`src/pkg/edxs_pkg.sv`:
```
// Purpose: Shared constants and types for the external data access stretch block
// Assumes: Byte-wide register port, four clocks per machine cycle
// Notes:   Offsets are byte addresses on the register port
`default_nettype none

package edxs_pkg;

    // Register offsets
    localparam logic [7:0] OFS_PRIMARY_LO   = 8'h82;
    localparam logic [7:0] OFS_PRIMARY_HI   = 8'h83;
    localparam logic [7:0] OFS_SECONDARY_LO = 8'h84;
    localparam logic [7:0] OFS_SECONDARY_HI = 8'h85;
    localparam logic [7:0] OFS_POINTER_SEL  = 8'h86;
    localparam logic [7:0] OFS_CLOCK_CTRL   = 8'h8e;
    localparam logic [7:0] OFS_MEMORY_MAP   = 8'h9c;
    localparam logic [7:0] OFS_TIMED_ACCESS = 8'hc7;

    // Field positions
    localparam int STRETCH_LSB      = 0;
    localparam int STRETCH_MSB      = 2;
    localparam int WAIT_ENABLE_BIT  = 7;
    localparam int POINTER_SEL_BIT  = 0;

    // Values after reset
    localparam logic [2:0] STRETCH_RESET     = 3'h1;
    localparam logic       WAIT_ENABLE_RESET = 1'b0;
    localparam logic       POINTER_SEL_RESET = 1'b0;
    localparam logic [7:0] POINTER_RESET     = 8'h00;

    // Unlock sequence for protected bits
    localparam logic [7:0] TA_KEY_FIRST  = 8'haa;
    localparam logic [7:0] TA_KEY_SECOND = 8'h55;

    // Cycle counts and aux pin idle level
    localparam int         CLOCKS_PER_MACHINE = 4;
    localparam int         TA_WINDOW_MACHINES = 3;
    localparam logic [3:0] TA_WINDOW_CLOCKS   = 4'(TA_WINDOW_MACHINES * CLOCKS_PER_MACHINE);
    localparam logic [3:0] ACCESS_BASE_CYCLES = 4'h1;
    localparam logic       AUX_IDLE_LEVEL     = 1'b1;

    typedef enum logic [1:0] {PH_ONE, PH_TWO, PH_THREE, PH_FOUR} edxs_phase_t;
    typedef enum logic [1:0] {SQ_IDLE, SQ_FETCH, SQ_ACCESS} edxs_seq_t;
    typedef enum logic [1:0] {TA_LOCKED, TA_ARMED, TA_OPEN} edxs_ta_t;

endpackage : edxs_pkg

`default_nettype wire

```
`src/hw/edxs_top.sv`:
```
// Purpose: Sequences external data moves with programmable stretch and wait
// Assumes: Core raises EXT_DATA_MOVE_REQ for one clock when it decodes the move
// Notes:   Move starts at the next machine cycle boundary
// Behaviour
// - Fetch cycle of four clocks, then access
// - Three stretch bits give eight durations
// - Stretch 0..7 gives 2..9 machine cycles
// - Only the data move is lengthened
// - Stretch resets to one, zero allowed
// - Strobe lasts 2, then 4 per step
// - Wait enable turns aux pin into wait
// - Stretch still sets the minimum length
// - Wait sampled in state three before strobe end
// - Asserted wait inserts one machine cycle
// - Unlimited waits, ends once wait released
// - Wait enable written only after unlock
// - Machine cycle is four states in order
// - Pointer address from selected data pointer
// - Select bit picks pointer, others read zero
//
// Local design decisions: strobed register access and the register addresses.
`timescale 1ns/100ps
`default_nettype none

module edxs_top (
    // Clock and reset
    input  wire logic        SYS_CLK,
    input  wire logic        RESET,
    // Register port
    input  wire logic [7:0]  REG_ADDR,
    input  wire logic [7:0]  REG_WDATA,
    input  wire logic        REG_WR,
    input  wire logic        REG_RD,
    output var  logic [7:0]  REG_RDATA,
    // Core side
    input  wire logic        EXT_DATA_MOVE_REQ,
    input  wire logic        EXT_DATA_MOVE_WRITE,
    input  wire logic        EXT_DATA_MOVE_USE_PTR,
    input  wire logic [7:0]  EXT_DATA_MOVE_RI_ADDR,
    input  wire logic [7:0]  EXT_DATA_MOVE_PAGE_ADDR,
    input  wire logic [7:0]  EXT_DATA_MOVE_WDATA,
    output var  logic [7:0]  EXT_DATA_MOVE_RDATA,
    output var  logic        EXT_DATA_MOVE_DONE,
    output logic             EXT_DATA_MOVE_BUSY,
    output logic             CPU_HOLD,
    output var  logic [1:0]  MACHINE_STATE,
    // Aux port bit zero
    input  wire logic        AUX_PORT_LATCH,
    output logic             AUX_PORT_LEVEL,
    input  wire logic        AUX0_I,
    output logic             AUX0_O,
    output logic             AUX0_OE,
    // External data bus
    output var  logic [15:0] EXT_ADDR,
    input  wire logic [7:0]  EXT_DATA_I,
    output var  logic [7:0]  EXT_DATA_O,
    output var  logic        EXT_DATA_OE,
    output logic             EXT_RD_N,
    output logic             EXT_WR_N
);
    import edxs_pkg::*;

    edxs_phase_t phase_ff;
    edxs_seq_t   seq_ff;
    edxs_ta_t    ta_ff;
    logic [2:0]  stretch_ff;
    logic        wait_enable_ff;
    logic        pointer_sel_ff;
    logic [15:0] primary_ff;
    logic [15:0] secondary_ff;
    logic [3:0]  ta_cnt_ff;
    logic        req_pend_ff;
    logic        write_ff;
    logic        short_ff;
    logic        first_ff;
    logic [3:0]  rem_ff;
    logic        ext_ff;
    logic        strobe_ff;
    logic        aux_level;
    logic        wait_hit;
    logic        access_end;
    logic        wr_clock_ctrl;
    logic        wr_memory_map;
    logic        wr_timed;
    logic [15:0] sel_pointer;

    assign wr_clock_ctrl = REG_WR && (REG_ADDR == OFS_CLOCK_CTRL);
    assign wr_memory_map = REG_WR && (REG_ADDR == OFS_MEMORY_MAP);
    assign wr_timed      = REG_WR && (REG_ADDR == OFS_TIMED_ACCESS);
    assign sel_pointer   = pointer_sel_ff ? secondary_ff : primary_ff;

    // Four states per machine cycle, free running
    always_ff @(posedge SYS_CLK or posedge RESET) begin
        if (RESET) begin
            phase_ff <= PH_ONE;
        end else begin
            unique case (phase_ff)
                PH_ONE:   phase_ff <= PH_TWO;
                PH_TWO:   phase_ff <= PH_THREE;
                PH_THREE: phase_ff <= PH_FOUR;
                PH_FOUR:  phase_ff <= PH_ONE;
            endcase
        end
    end
    assign MACHINE_STATE = phase_ff;

    // Stretch select, reset to one
    always_ff @(posedge SYS_CLK or posedge RESET) begin
        if (RESET) begin
            stretch_ff <= STRETCH_RESET;
        end else if (wr_clock_ctrl) begin
            stretch_ff <= REG_WDATA[STRETCH_MSB:STRETCH_LSB];
        end
    end

    // Unlock sequence: first key, second key, then a short open window
    always_ff @(posedge SYS_CLK or posedge RESET) begin
        if (RESET) begin
            ta_ff     <= TA_LOCKED;
            ta_cnt_ff <= 4'h0;
        end else if (wr_timed && REG_WDATA == TA_KEY_FIRST) begin
            ta_ff     <= TA_ARMED;
            ta_cnt_ff <= TA_WINDOW_CLOCKS;
        end else if (wr_timed && ta_ff == TA_ARMED && REG_WDATA == TA_KEY_SECOND) begin
            ta_ff     <= TA_OPEN;
            ta_cnt_ff <= TA_WINDOW_CLOCKS;
        end else if (wr_timed || wr_memory_map || ta_cnt_ff == 4'h1) begin
            ta_ff     <= TA_LOCKED;
            ta_cnt_ff <= 4'h0;
        end else if (ta_cnt_ff != 4'h0) begin
            ta_cnt_ff <= ta_cnt_ff - 4'h1;
        end
    end

    // Wait enable only changes inside the open window
    always_ff @(posedge SYS_CLK or posedge RESET) begin
        if (RESET) begin
            wait_enable_ff <= WAIT_ENABLE_RESET;
        end else if (wr_memory_map && ta_ff == TA_OPEN) begin
            wait_enable_ff <= REG_WDATA[WAIT_ENABLE_BIT];
        end
    end

    // Data pointers and pointer select
    always_ff @(posedge SYS_CLK or posedge RESET) begin
        if (RESET) begin
            pointer_sel_ff <= POINTER_SEL_RESET;
            primary_ff     <= {POINTER_RESET, POINTER_RESET};
            secondary_ff   <= {POINTER_RESET, POINTER_RESET};
        end else if (REG_WR) begin
            unique case (REG_ADDR)
                OFS_POINTER_SEL:  pointer_sel_ff     <= REG_WDATA[POINTER_SEL_BIT];
                OFS_PRIMARY_LO:   primary_ff[7:0]    <= REG_WDATA;
                OFS_PRIMARY_HI:   primary_ff[15:8]   <= REG_WDATA;
                OFS_SECONDARY_LO: secondary_ff[7:0]  <= REG_WDATA;
                OFS_SECONDARY_HI: secondary_ff[15:8] <= REG_WDATA;
                default: ;
            endcase
        end
    end

    // Read data one cycle after the strobe, unmapped reads give zero
    always_ff @(posedge SYS_CLK or posedge RESET) begin
        if (RESET) begin
            REG_RDATA <= 8'h00;
        end else if (REG_RD) begin
            unique case (REG_ADDR)
                OFS_CLOCK_CTRL:   REG_RDATA <= {5'h00, stretch_ff};
                OFS_MEMORY_MAP:   REG_RDATA <= {wait_enable_ff, 7'h00};
                OFS_POINTER_SEL:  REG_RDATA <= {7'h00, pointer_sel_ff};
                OFS_PRIMARY_LO:   REG_RDATA <= primary_ff[7:0];
                OFS_PRIMARY_HI:   REG_RDATA <= primary_ff[15:8];
                OFS_SECONDARY_LO: REG_RDATA <= secondary_ff[7:0];
                OFS_SECONDARY_HI: REG_RDATA <= secondary_ff[15:8];
                default:          REG_RDATA <= 8'h00;
            endcase
        end else begin
            REG_RDATA <= 8'h00;
        end
    end

    // Aux pin: port bit when wait is off, wait input when on
    edxs_pin_sync u_aux_sync (
        .SYS_CLK (SYS_CLK),
        .RESET   (RESET),
        .PIN_IN  (AUX0_I),
        .LEVEL   (aux_level)
    );
    assign AUX0_O         = 1'b0;
    assign AUX0_OE        = !wait_enable_ff && !AUX_PORT_LATCH;
    assign AUX_PORT_LEVEL = aux_level;

    // Wait sampled in state three; long form one cycle ahead of the last
    assign wait_hit = (seq_ff == SQ_ACCESS) && (phase_ff == PH_THREE) && wait_enable_ff
                      && !aux_level && (short_ff ? (rem_ff == 4'h1) : (rem_ff == 4'h2));

    // Request held until the next machine cycle boundary
    always_ff @(posedge SYS_CLK or posedge RESET) begin
        if (RESET) begin
            req_pend_ff <= 1'b0;
        end else if (seq_ff == SQ_IDLE && phase_ff == PH_FOUR) begin
            // Taken here by the sequencer, so nothing may stay pending
            req_pend_ff <= 1'b0;
        end else if (EXT_DATA_MOVE_REQ) begin
            req_pend_ff <= 1'b1;
        end
    end

    assign access_end = (seq_ff == SQ_ACCESS) && (phase_ff == PH_FOUR) && (rem_ff == 4'h1)
                        && !ext_ff;

    // Move sequencer: fetch cycle, then 1 + stretch access cycles plus waits
    always_ff @(posedge SYS_CLK or posedge RESET) begin
        if (RESET) begin
            seq_ff   <= SQ_IDLE;
            rem_ff   <= 4'h0;
            short_ff <= 1'b0;
            first_ff <= 1'b0;
        end else begin
            unique case (seq_ff)
                SQ_IDLE: begin
                    if (phase_ff == PH_FOUR && (req_pend_ff || EXT_DATA_MOVE_REQ)) begin
                        seq_ff <= SQ_FETCH;
                    end
                end
                SQ_FETCH: begin
                    if (phase_ff == PH_FOUR) begin
                        seq_ff   <= SQ_ACCESS;
                        rem_ff   <= ACCESS_BASE_CYCLES + {1'b0, stretch_ff};
                        short_ff <= (stretch_ff == 3'h0);
                        first_ff <= 1'b1;
                    end
                end
                SQ_ACCESS: begin
                    if (phase_ff == PH_FOUR) begin
                        first_ff <= 1'b0;
                        if (access_end) begin
                            seq_ff <= SQ_IDLE;
                        end else if (!ext_ff) begin
                            rem_ff <= rem_ff - 4'h1;
                        end
                    end
                end
                default: seq_ff <= SQ_IDLE;
            endcase
        end
    end

    // Pending wait, taken at state four to hold the cycle count
    always_ff @(posedge SYS_CLK or posedge RESET) begin
        if (RESET) begin
            ext_ff <= 1'b0;
        end else if (wait_hit) begin
            ext_ff <= 1'b1;
        end else if (phase_ff == PH_FOUR) begin
            ext_ff <= 1'b0;
        end
    end

    // Strobe: short form states two and three, long form three to two
    always_ff @(posedge SYS_CLK or posedge RESET) begin
        if (RESET) begin
            strobe_ff <= 1'b0;
        end else if (seq_ff == SQ_ACCESS && first_ff && !strobe_ff
                     && phase_ff == (short_ff ? PH_ONE : PH_TWO)) begin
            strobe_ff <= 1'b1;
        end else if (strobe_ff && rem_ff == 4'h1 && !first_ff && !short_ff
                     && phase_ff == PH_TWO) begin
            strobe_ff <= 1'b0;
        end else if (strobe_ff && short_ff && rem_ff == 4'h1 && phase_ff == PH_THREE
                     && !wait_hit) begin
            strobe_ff <= 1'b0;
        end
    end
    assign EXT_RD_N = !(strobe_ff && !write_ff);
    assign EXT_WR_N = !(strobe_ff && write_ff);

    // Address and write data latched at fetch end, held through the access
    always_ff @(posedge SYS_CLK or posedge RESET) begin
        if (RESET) begin
            EXT_ADDR    <= 16'h0000;
            EXT_DATA_O  <= 8'h00;
            EXT_DATA_OE <= 1'b0;
            write_ff    <= 1'b0;
        end else if (seq_ff == SQ_FETCH && phase_ff == PH_FOUR) begin
            EXT_ADDR    <= EXT_DATA_MOVE_USE_PTR ? sel_pointer : {EXT_DATA_MOVE_PAGE_ADDR, EXT_DATA_MOVE_RI_ADDR};
            EXT_DATA_O  <= EXT_DATA_MOVE_WDATA;
            EXT_DATA_OE <= EXT_DATA_MOVE_WRITE;
            write_ff    <= EXT_DATA_MOVE_WRITE;
        end else if (access_end) begin
            EXT_DATA_OE <= 1'b0;
        end
    end

    // Read data caught at the strobe end, done one clock after the last state
    always_ff @(posedge SYS_CLK or posedge RESET) begin
        if (RESET) begin
            EXT_DATA_MOVE_RDATA <= 8'h00;
            EXT_DATA_MOVE_DONE  <= 1'b0;
        end else begin
            EXT_DATA_MOVE_DONE <= access_end;
            if (strobe_ff && !write_ff) begin
                EXT_DATA_MOVE_RDATA <= EXT_DATA_I;
            end
        end
    end

    assign EXT_DATA_MOVE_BUSY = (seq_ff != SQ_IDLE);
    // Core state held only for stretch and wait cycles of the move; with stretch zero, only state four of each wait cycle
    assign CPU_HOLD  = (seq_ff == SQ_ACCESS) && ((rem_ff != 4'h1) || ext_ff);

    // Helper counters for checks
    logic [7:0] chk_strobe_len;
    logic [7:0] chk_total_len;
    logic       chk_waited;
    logic [2:0] chk_stretch;
    logic [7:0] chk_expect_strobe;
    logic [7:0] chk_expect_total;

    always_ff @(posedge SYS_CLK or posedge RESET) begin
        if (RESET) begin
            chk_strobe_len <= 8'h00;
            chk_total_len  <= 8'h00;
            chk_waited     <= 1'b0;
            chk_stretch    <= 3'h0;
        end else begin
            chk_strobe_len <= strobe_ff ? chk_strobe_len + 8'h01 : 8'h00;
            chk_total_len  <= (seq_ff == SQ_IDLE) ? 8'h00 : chk_total_len + 8'h01;
            if (seq_ff == SQ_FETCH) begin
                chk_waited  <= 1'b0;
                chk_stretch <= stretch_ff;
            end else if (wait_hit) begin
                chk_waited <= 1'b1;
            end
        end
    end
    assign chk_expect_strobe = (chk_stretch == 3'h0) ? 8'h02 : {3'h0, chk_stretch, 2'h0};
    assign chk_expect_total  = {2'h0, 4'h2 + {1'b0, chk_stretch}, 2'h0} - 8'h01;
endmodule : edxs_top

`default_nettype wire

```
`src/hw/edxs_pin_sync.sv`:
```
// Purpose: Brings an asynchronous pin level into the clock domain
// Assumes: Pin idles at the reset level
// Notes:   A change is accepted once the second and third stages agree
`timescale 1ns/100ps
`default_nettype none

module edxs_pin_sync (
    // Clock and reset
    input  wire logic SYS_CLK,
    input  wire logic RESET,
    // Pin and result
    input  wire logic PIN_IN,
    output var  logic LEVEL
);
    import edxs_pkg::*;

    logic stage1_ff;
    logic stage2_ff;
    logic stage3_ff;

    always_ff @(posedge SYS_CLK or posedge RESET) begin
        if (RESET) begin
            stage1_ff <= AUX_IDLE_LEVEL;
            stage2_ff <= AUX_IDLE_LEVEL;
            stage3_ff <= AUX_IDLE_LEVEL;
        end else begin
            stage1_ff <= PIN_IN;
            stage2_ff <= stage1_ff;
            stage3_ff <= stage2_ff;
        end
    end

    always_ff @(posedge SYS_CLK or posedge RESET) begin
        if (RESET) begin
            LEVEL <= AUX_IDLE_LEVEL;
        end else if (stage2_ff == stage3_ff) begin
            LEVEL <= stage3_ff;
        end
    end

endmodule : edxs_pin_sync

`default_nettype wire

```
`config.mk`:
```
export PLATFORM = sky130hd
export DESIGN_NAME = edxs_top
export DESIGN_NICKNAME = d
export VERILOG_FILES = /design/src/pkg/edxs_pkg.sv /design/src/hw/edxs_top.sv /design/src/hw/edxs_pin_sync.sv
export SDC_FILE = /design/constraint.sdc
export NUM_CORES = 1
export LEC_CHECK = 0
export BUFFER_PORTS_ARGS = -buffer_cell sky130_fd_sc_hd__buf_2
export CAP_MARGIN = 20
export CORE_ASPECT_RATIO = 1.2
export CORE_MARGIN = 5
export CORE_UTILIZATION = 50
export DETAILED_ROUTE_END_ITERATION = 16
export GPL_TIMING_DRIVEN = 0
export PLACE_DENSITY = 0.74
export SETUP_SLACK_MARGIN = 0.3
export SYNTH_ARGS = -nofsm -noshare
export SYNTH_HDL_FRONTEND = slang
export SYNTH_SLANG_ARGS = --single-unit
```
`constraint.sdc`:
```
create_clock -name SYS_CLK -period 7.5 [get_ports SYS_CLK]
set_input_delay 1.5 -clock SYS_CLK [delete_from_list [all_inputs] [get_ports SYS_CLK]]
set_output_delay 1.5 -clock SYS_CLK [all_outputs]
set_load 0.01 [all_outputs]
```
==> results of run 1 <==
[logic make-up (layout without fill, tap and decap cells)]
logic type | Yosys count | after routing | synth area share
and+or+nand+nor | 118 | 118 | 0.1372
DFF | 103 | 103 | 0.5105
AOI/OAI and AO/OA | 100 | 100 | 0.1224
muxes | 72 | 72 | 0.1557
buffers and inverters | 42 | 163 | 0.03486
adders and majority gates | 13 | 13 | 0.03164
xor gates and xnor gates | 4 | 4 | 0.006923
other | 1 | 1 | 0.0007409
[layer usage]
metal,vias to the layer above,GRT usage,routed length (um),part of all wire
met5,-,0,0,0
met4,0,0.06973,210,0.017
met2,134,0.3457,6191,0.50
met1,1962,0.2709,5245,0.42
met3,17,0.03231,812,0.065
li1,1847,-,-,-
[report_power, final]
group | switching, W | internal (W) | leakage, nW
registers | 0.0000916 | 0.000687 | 1.32
logic | 0.000259 | 0.000223 | 1.43
clock network | 0.000198 | 0.000259 | 0.140
[stage by stage]
step | utilization | hold slack [ps] | total power, W | instance area (um^2)
6_report | 0.6106 | 357.4 | 0.001717 | 6081
5_1_grt | 0.6106 | 366.4 | 0.001824 | 6081
4_1_cts | 0.6106 | 357.0 | 0.001731 | 6081
3_5_place_dp | 0.5815 | 347.0 | 0.001275 | 5792
3_3_place_gp | 0.5758 | 346.1 | 0.001241 | 5734
2_1_floorplan | - | 345.2 | 0.001070 | 5061
[state kept, by name, indices dropped and copies added, names as in the netlist, 2 cells and up]
signal and cells:
rem_ff 4, seq_ff 2, EXT_DATA_O 8, REG_RDATA 8, EXT_DATA_MOVE_RDATA 8, ta_cnt_ff 4, ta_ff 2, primary_ff 16
MACHINE_STATE 2, secondary_ff 16, EXT_ADDR 16, stretch_ff 3
[cell usage after synthesis, drive strengths merged (3+ instances only)]
library cell   n
dfrtp         98
mux2          54
nand2         50
o21ai         49
inv           19
mux2i         18
a21oi         14
clkbuf        14
ha            12
nor2          10
buf            9
a22o           8
nand2b         8
a22oi          6
nand3          6
nor4           6
and3           5
dfstp          5
nor3           5
nor2b          4
or4b           4
a211oi         3
a31oi          3
a32oi          3
and2           3
nand4b         3
nor3b          3
nor4b          3
or2            3
[worst paths after layout]
path	from	slack [ps]	to	cells past startpoint
worst max-delay path	rem_ff[1]	4100	CPU_HOLD	6
worst min-delay path	u_aux_sync.stage1_ff	360	u_aux_sync.stage2_ff	0
worst max register to register	MACHINE_STATE[0]	5460	EXT_DATA_O[2]	6
worst min register to register	u_aux_sync.stage1_ff	360	u_aux_sync.stage2_ff	0
max in group asynchronous	RESET	5940	u_aux_sync.stage2_ff	3
min in group asynchronous	RESET	1050	EXT_DATA_O[4]	2
[cell type report]
type                    count  area [um^2]
plain buffers              23        105.1
clock buffers              11        232.7
clock inverters             5        56.30
fillers                   859         3879
inverters                  19        73.82
multi-input cells         308         2301
flip-flops and latches    103         2584
well taps                 126        157.7
repair buffers            105        570.5
[critical path, cell delays in order, from the launching register on]
cell,delay (ps)
dfrtp_1,390
inv_1,110
ha_1,160
nor3b_1,480
and2_1,200
nor2_1,60
buf_2,160
==> results.yml, run 1 <==
status:
  outcome: "finished clean"
synth:
  synthesis.nets: 522
  ys_warn_count: 0
  async_flop_share: 1.000
  ys_seq_area_frac: 0.5105
  synth_flop_cell: "dfrtp_1"
  synth.avg_cell_area_um2: 11.17
  synth_edf_count: 0
  ys_ff_latch: 103
  syn_area_um2: 5061
  synth_top_cell_by_area: "dfrtp_1"
  synth.area.top_cells: "dfrtp_1, mux2_2, o21ai_0"
  syn_inst: 453
  synth_top_area_frac: 0.4845
  synth_cell_types: 61
timing:
  fin_crit_sh: 0.4528
  finalMaxSlewViolations: 0
  fin_crit_ps: 3396
  setup_viol: 0
  relSlewSlack: 0.4796
  fin_tns_setup_ps: 0
  finalHoldViolCount: 0
  max_freq_mhz: 294.5
  worst_slack_ps: 4104
  tightest_slew_ps: 780.6
  rsz0062_at_grt: "no"
  fin_worst_skew_ps: 6.520
placement:
  place_inst: 684
  place_hpwl_mm: 9.385
  port_buffers: 103
  globalplace.congestion: 0.9018
  dp_slack_ps: 4124
clock_tree:
  cts_setup_buffers: 0
  htreeDepth: 3
  clock_path_buffers: 2
  cts.clk_slew.worst_paths_ps: 70
  cts_inserted_buffers: 9
  cts.sinks: 103
  cts_resized: 0
  clkLatencyLatePin_ps: 340
  clock-root-buffer: "clkbuf_16"
  holdBufCountCts: 0
  cts_tree: "yes"
critical_path:
  end_kind: "primary output"
  arrival_ps: 1900
  worstPathMaxFanout: 5
  path_class: "flip-flop to primary output"
  worst_ep_required_time_ps: 6000
  cp-start-kind: "flip-flop"
final_layout:
  final_cells: 700
  drive_gt1_frac: 0.3519
  layout_common_cells: "buf_2, dfrtp_1, mux2_2"
  fin_nets: 638
  final_common_cell: "buf_2"
  diodes: 0
  syn_to_final_growth_pct: 20.15
global_routing:
  first_global_vias: 3898
  antenna_found_initial: 0
  grt_max_degree: 51
  grt_overflow: 0
  grt_use_total: 0.2060
  grt_pass1_wl_mm: 19.74
floorplanning:
  start_util: 0.5082
  top_level_ports: 108
  rows: 40
  die_y_um: 120.2
  die_w_um: 101.8
  design.core.area_um2: 9960
  fp.dieArea_um2: 12240
route:
  antenna_left: 0
  drt_pass1_iterations: 5
  route.detailed.drc: 0
  wirelength_mm: 12.46
  vias: 3960
  drt_iter0_drc: 228
  vias_per_cell: 5.657
  wire_per_inst_um: 17.80
power_and_ir_drop:
  power_density_nw_per_um2: 282.4
  vdd_drop_max_mv: 0.1258
  p_leak_nw: 2.888
worst_hold_path:
  hp-class: "flip-flop to flip-flop"
flow_run:
  cap_violations: 0
(Power assumes the default switching activity.)
==> run 2: changes to the inputs <==
- clock period: 7.5 -> 3.53 ns (I/O delays scaled with it)
==> run 2 against run 1 <==
Clock power is 110% higher. Via count is 0.61% lower. Sequential power is 110% higher. Clock-buffer cell count is 2 higher. Critical path depth stayed put. Design area is 0.29% lower. Combinational power is 110% higher. Worst setup slack worse by 3200 ps. Sequential cell count stayed put. Critical path type unchanged.
==> results.yml, run 2 (synthesized netlist as in run 1, its figures left out) <==
status:
  outcome: "finished clean"
clock_tree:
  cts_inserted_buffers: 9
  clkLatencyLatePin_ps: 340
  clock_path_buffers: 2
  holdBufCountCts: 0
  cts_resized: 0
  cts.clk_slew.worst_paths_ps: 70
  cts.sinks: 103
  cts_setup_buffers: 0
  clock-root-buffer: "clkbuf_16"
  htreeDepth: 3
  cts_tree: "yes"
critical_path:
  worst_ep_required_time_ps: 2820
  end_kind: "primary output"
  path_class: "flip-flop to primary output"
  cp-start-kind: "flip-flop"
  worstPathMaxFanout: 5
  r2r_slack_ps: 1490
  r2r_start: "MACHINE_STATE[0]"
  reg2reg_depth: 6
  reg2reg_to: "EXT_DATA_O[2]"
  arrival_ps: 1910
worst_hold_path:
  min-delay-start: "u_aux_sync.stage1_ff"
  hp-class: "flip-flop to flip-flop"
  holdPathStages: 0
  min_to: "u_aux_sync.stage2_ff"
route:
  wire_per_inst_um: 17.67
  vias_per_cell: 5.623
  drt_iter0_drc: 135
  antenna_left: 0
  drt_pass1_iterations: 4
  vias: 3936
  wirelength_mm: 12.37
  route.detailed.drc: 0
global_routing:
  first_global_vias: 4071
  antenna_found_initial: 0
  grt_max_degree: 42
  grt_use_total: 0.2145
  grt_pass1_wl_mm: 20.61
  grt_overflow: 0
timing:
  finalMaxSlewViolations: 0
  relSlewSlack: 0.5153
  setup_viol: 0
  tightest_slew_ps: 727.1
  finalHoldViolCount: 0
  rsz0062_at_grt: "no"
  fin_crit_sh: 0.7416
  fin_worst_skew_ps: 4.472
  fin_crit_ps: 2618
  max_freq_mhz: 382.0
  fin_tns_setup_ps: 0
final_layout:
  drive_gt1_frac: 0.3484
  syn_to_final_growth_pct: 19.80
  finalInstanceArea_um2: 6063
  top_regs: "EXT_ADDR x16, primary_ff x16, secondary_ff x16"
  diodes: 0
  final_common_cell: "buf_2"
  fin_nets: 638
  layout_common_cells: "buf_2, dfrtp_1, mux2_2"
floorplanning:
  rows: 40
  die_y_um: 120.2
  start_util: 0.5082
  die_w_um: 101.8
  fp.dieArea_um2: 12240
  design.core.area_um2: 9960
  top_level_ports: 108
power_and_ir_drop:
  power_density_nw_per_um2: 600.7
  p_leak_nw: 2.868
  vdd_drop_max_mv: 0.3816
  totalPowerFinal_w: 0.003642
flow_run:
  cap_violations: 0
placement:
  port_buffers: 103
  globalplace.congestion: 0.8659
  place_hpwl_mm: 9.442
  placed_area_um2: 5778
==> run 2: final cells by class <==
class	count	area, um^2
fill	884	3896
sequential	103	2584
multi-input combinational	308	2301
timing repair buffer	105	555.5
clock buffer	13	240.2
tap	126	157.7
buffer	23	105.1
inverter	19	75.07
clock inverter	3	45.04
==> run 2: how the worst max path moves through the flow <==
| stage | startpoint | end | cells after the start |
|---|---|---|---|
| finish | rem_ff[1] | CPU_HOLD | 6 |
| detailed placement | REG_ADDR[1] | REG_RDATA[6] | 7 |
| floorplan | REG_ADDR[5] | wait_enable_ff | 4 |
| global route | rem_ff[1] | CPU_HOLD | 6 |
| global placement | RESET | ta_cnt_ff[1] | 2 |
| CTS | rem_ff[1] | CPU_HOLD | 6 |
==> run 2: routing by layer <==
layer / wire [um] / track usage / vias to the layer above
met4: 182 / 0.05660 / 0
li1: - / - / 1853
met1: 5235 / 0.2865 / 1945
met2: 6161 / 0.3572 / 122
met3: 788 / 0.04212 / 16
met5: 0 / 0 / -
==> run 2: worst max-delay path, cell delays in order, from the launching register on <==
cell     delay [ps]
dfrtp_1         400
inv_1           110
ha_1            180
nor3b_1         470
and2_1          210
nor2_1           50
buf_2           160
==> run 2: per-stage QoR <==
step	setup slack [ps]	hold slack, ps	std cells	util
global route	773.4	366.5	700	0.6088
floorplan	1355	345.2	453	-
global placement	971.0	346.3	682	0.5761
finish	912.0	358.3	700	0.6088
detailed placement	967.7	350.7	684	0.5802
CTS	916.8	360.2	700	0.6088
==> run 2: where the power goes <==
| group | internal (W) | switching, W | leakage (nW) |
|---|---|---|---|
| registers | 0.00146 | 0.000190 | 1.32 |
| logic | 0.000475 | 0.000552 | 1.42 |
| clock network | 0.000551 | 0.000415 | 0.130 |
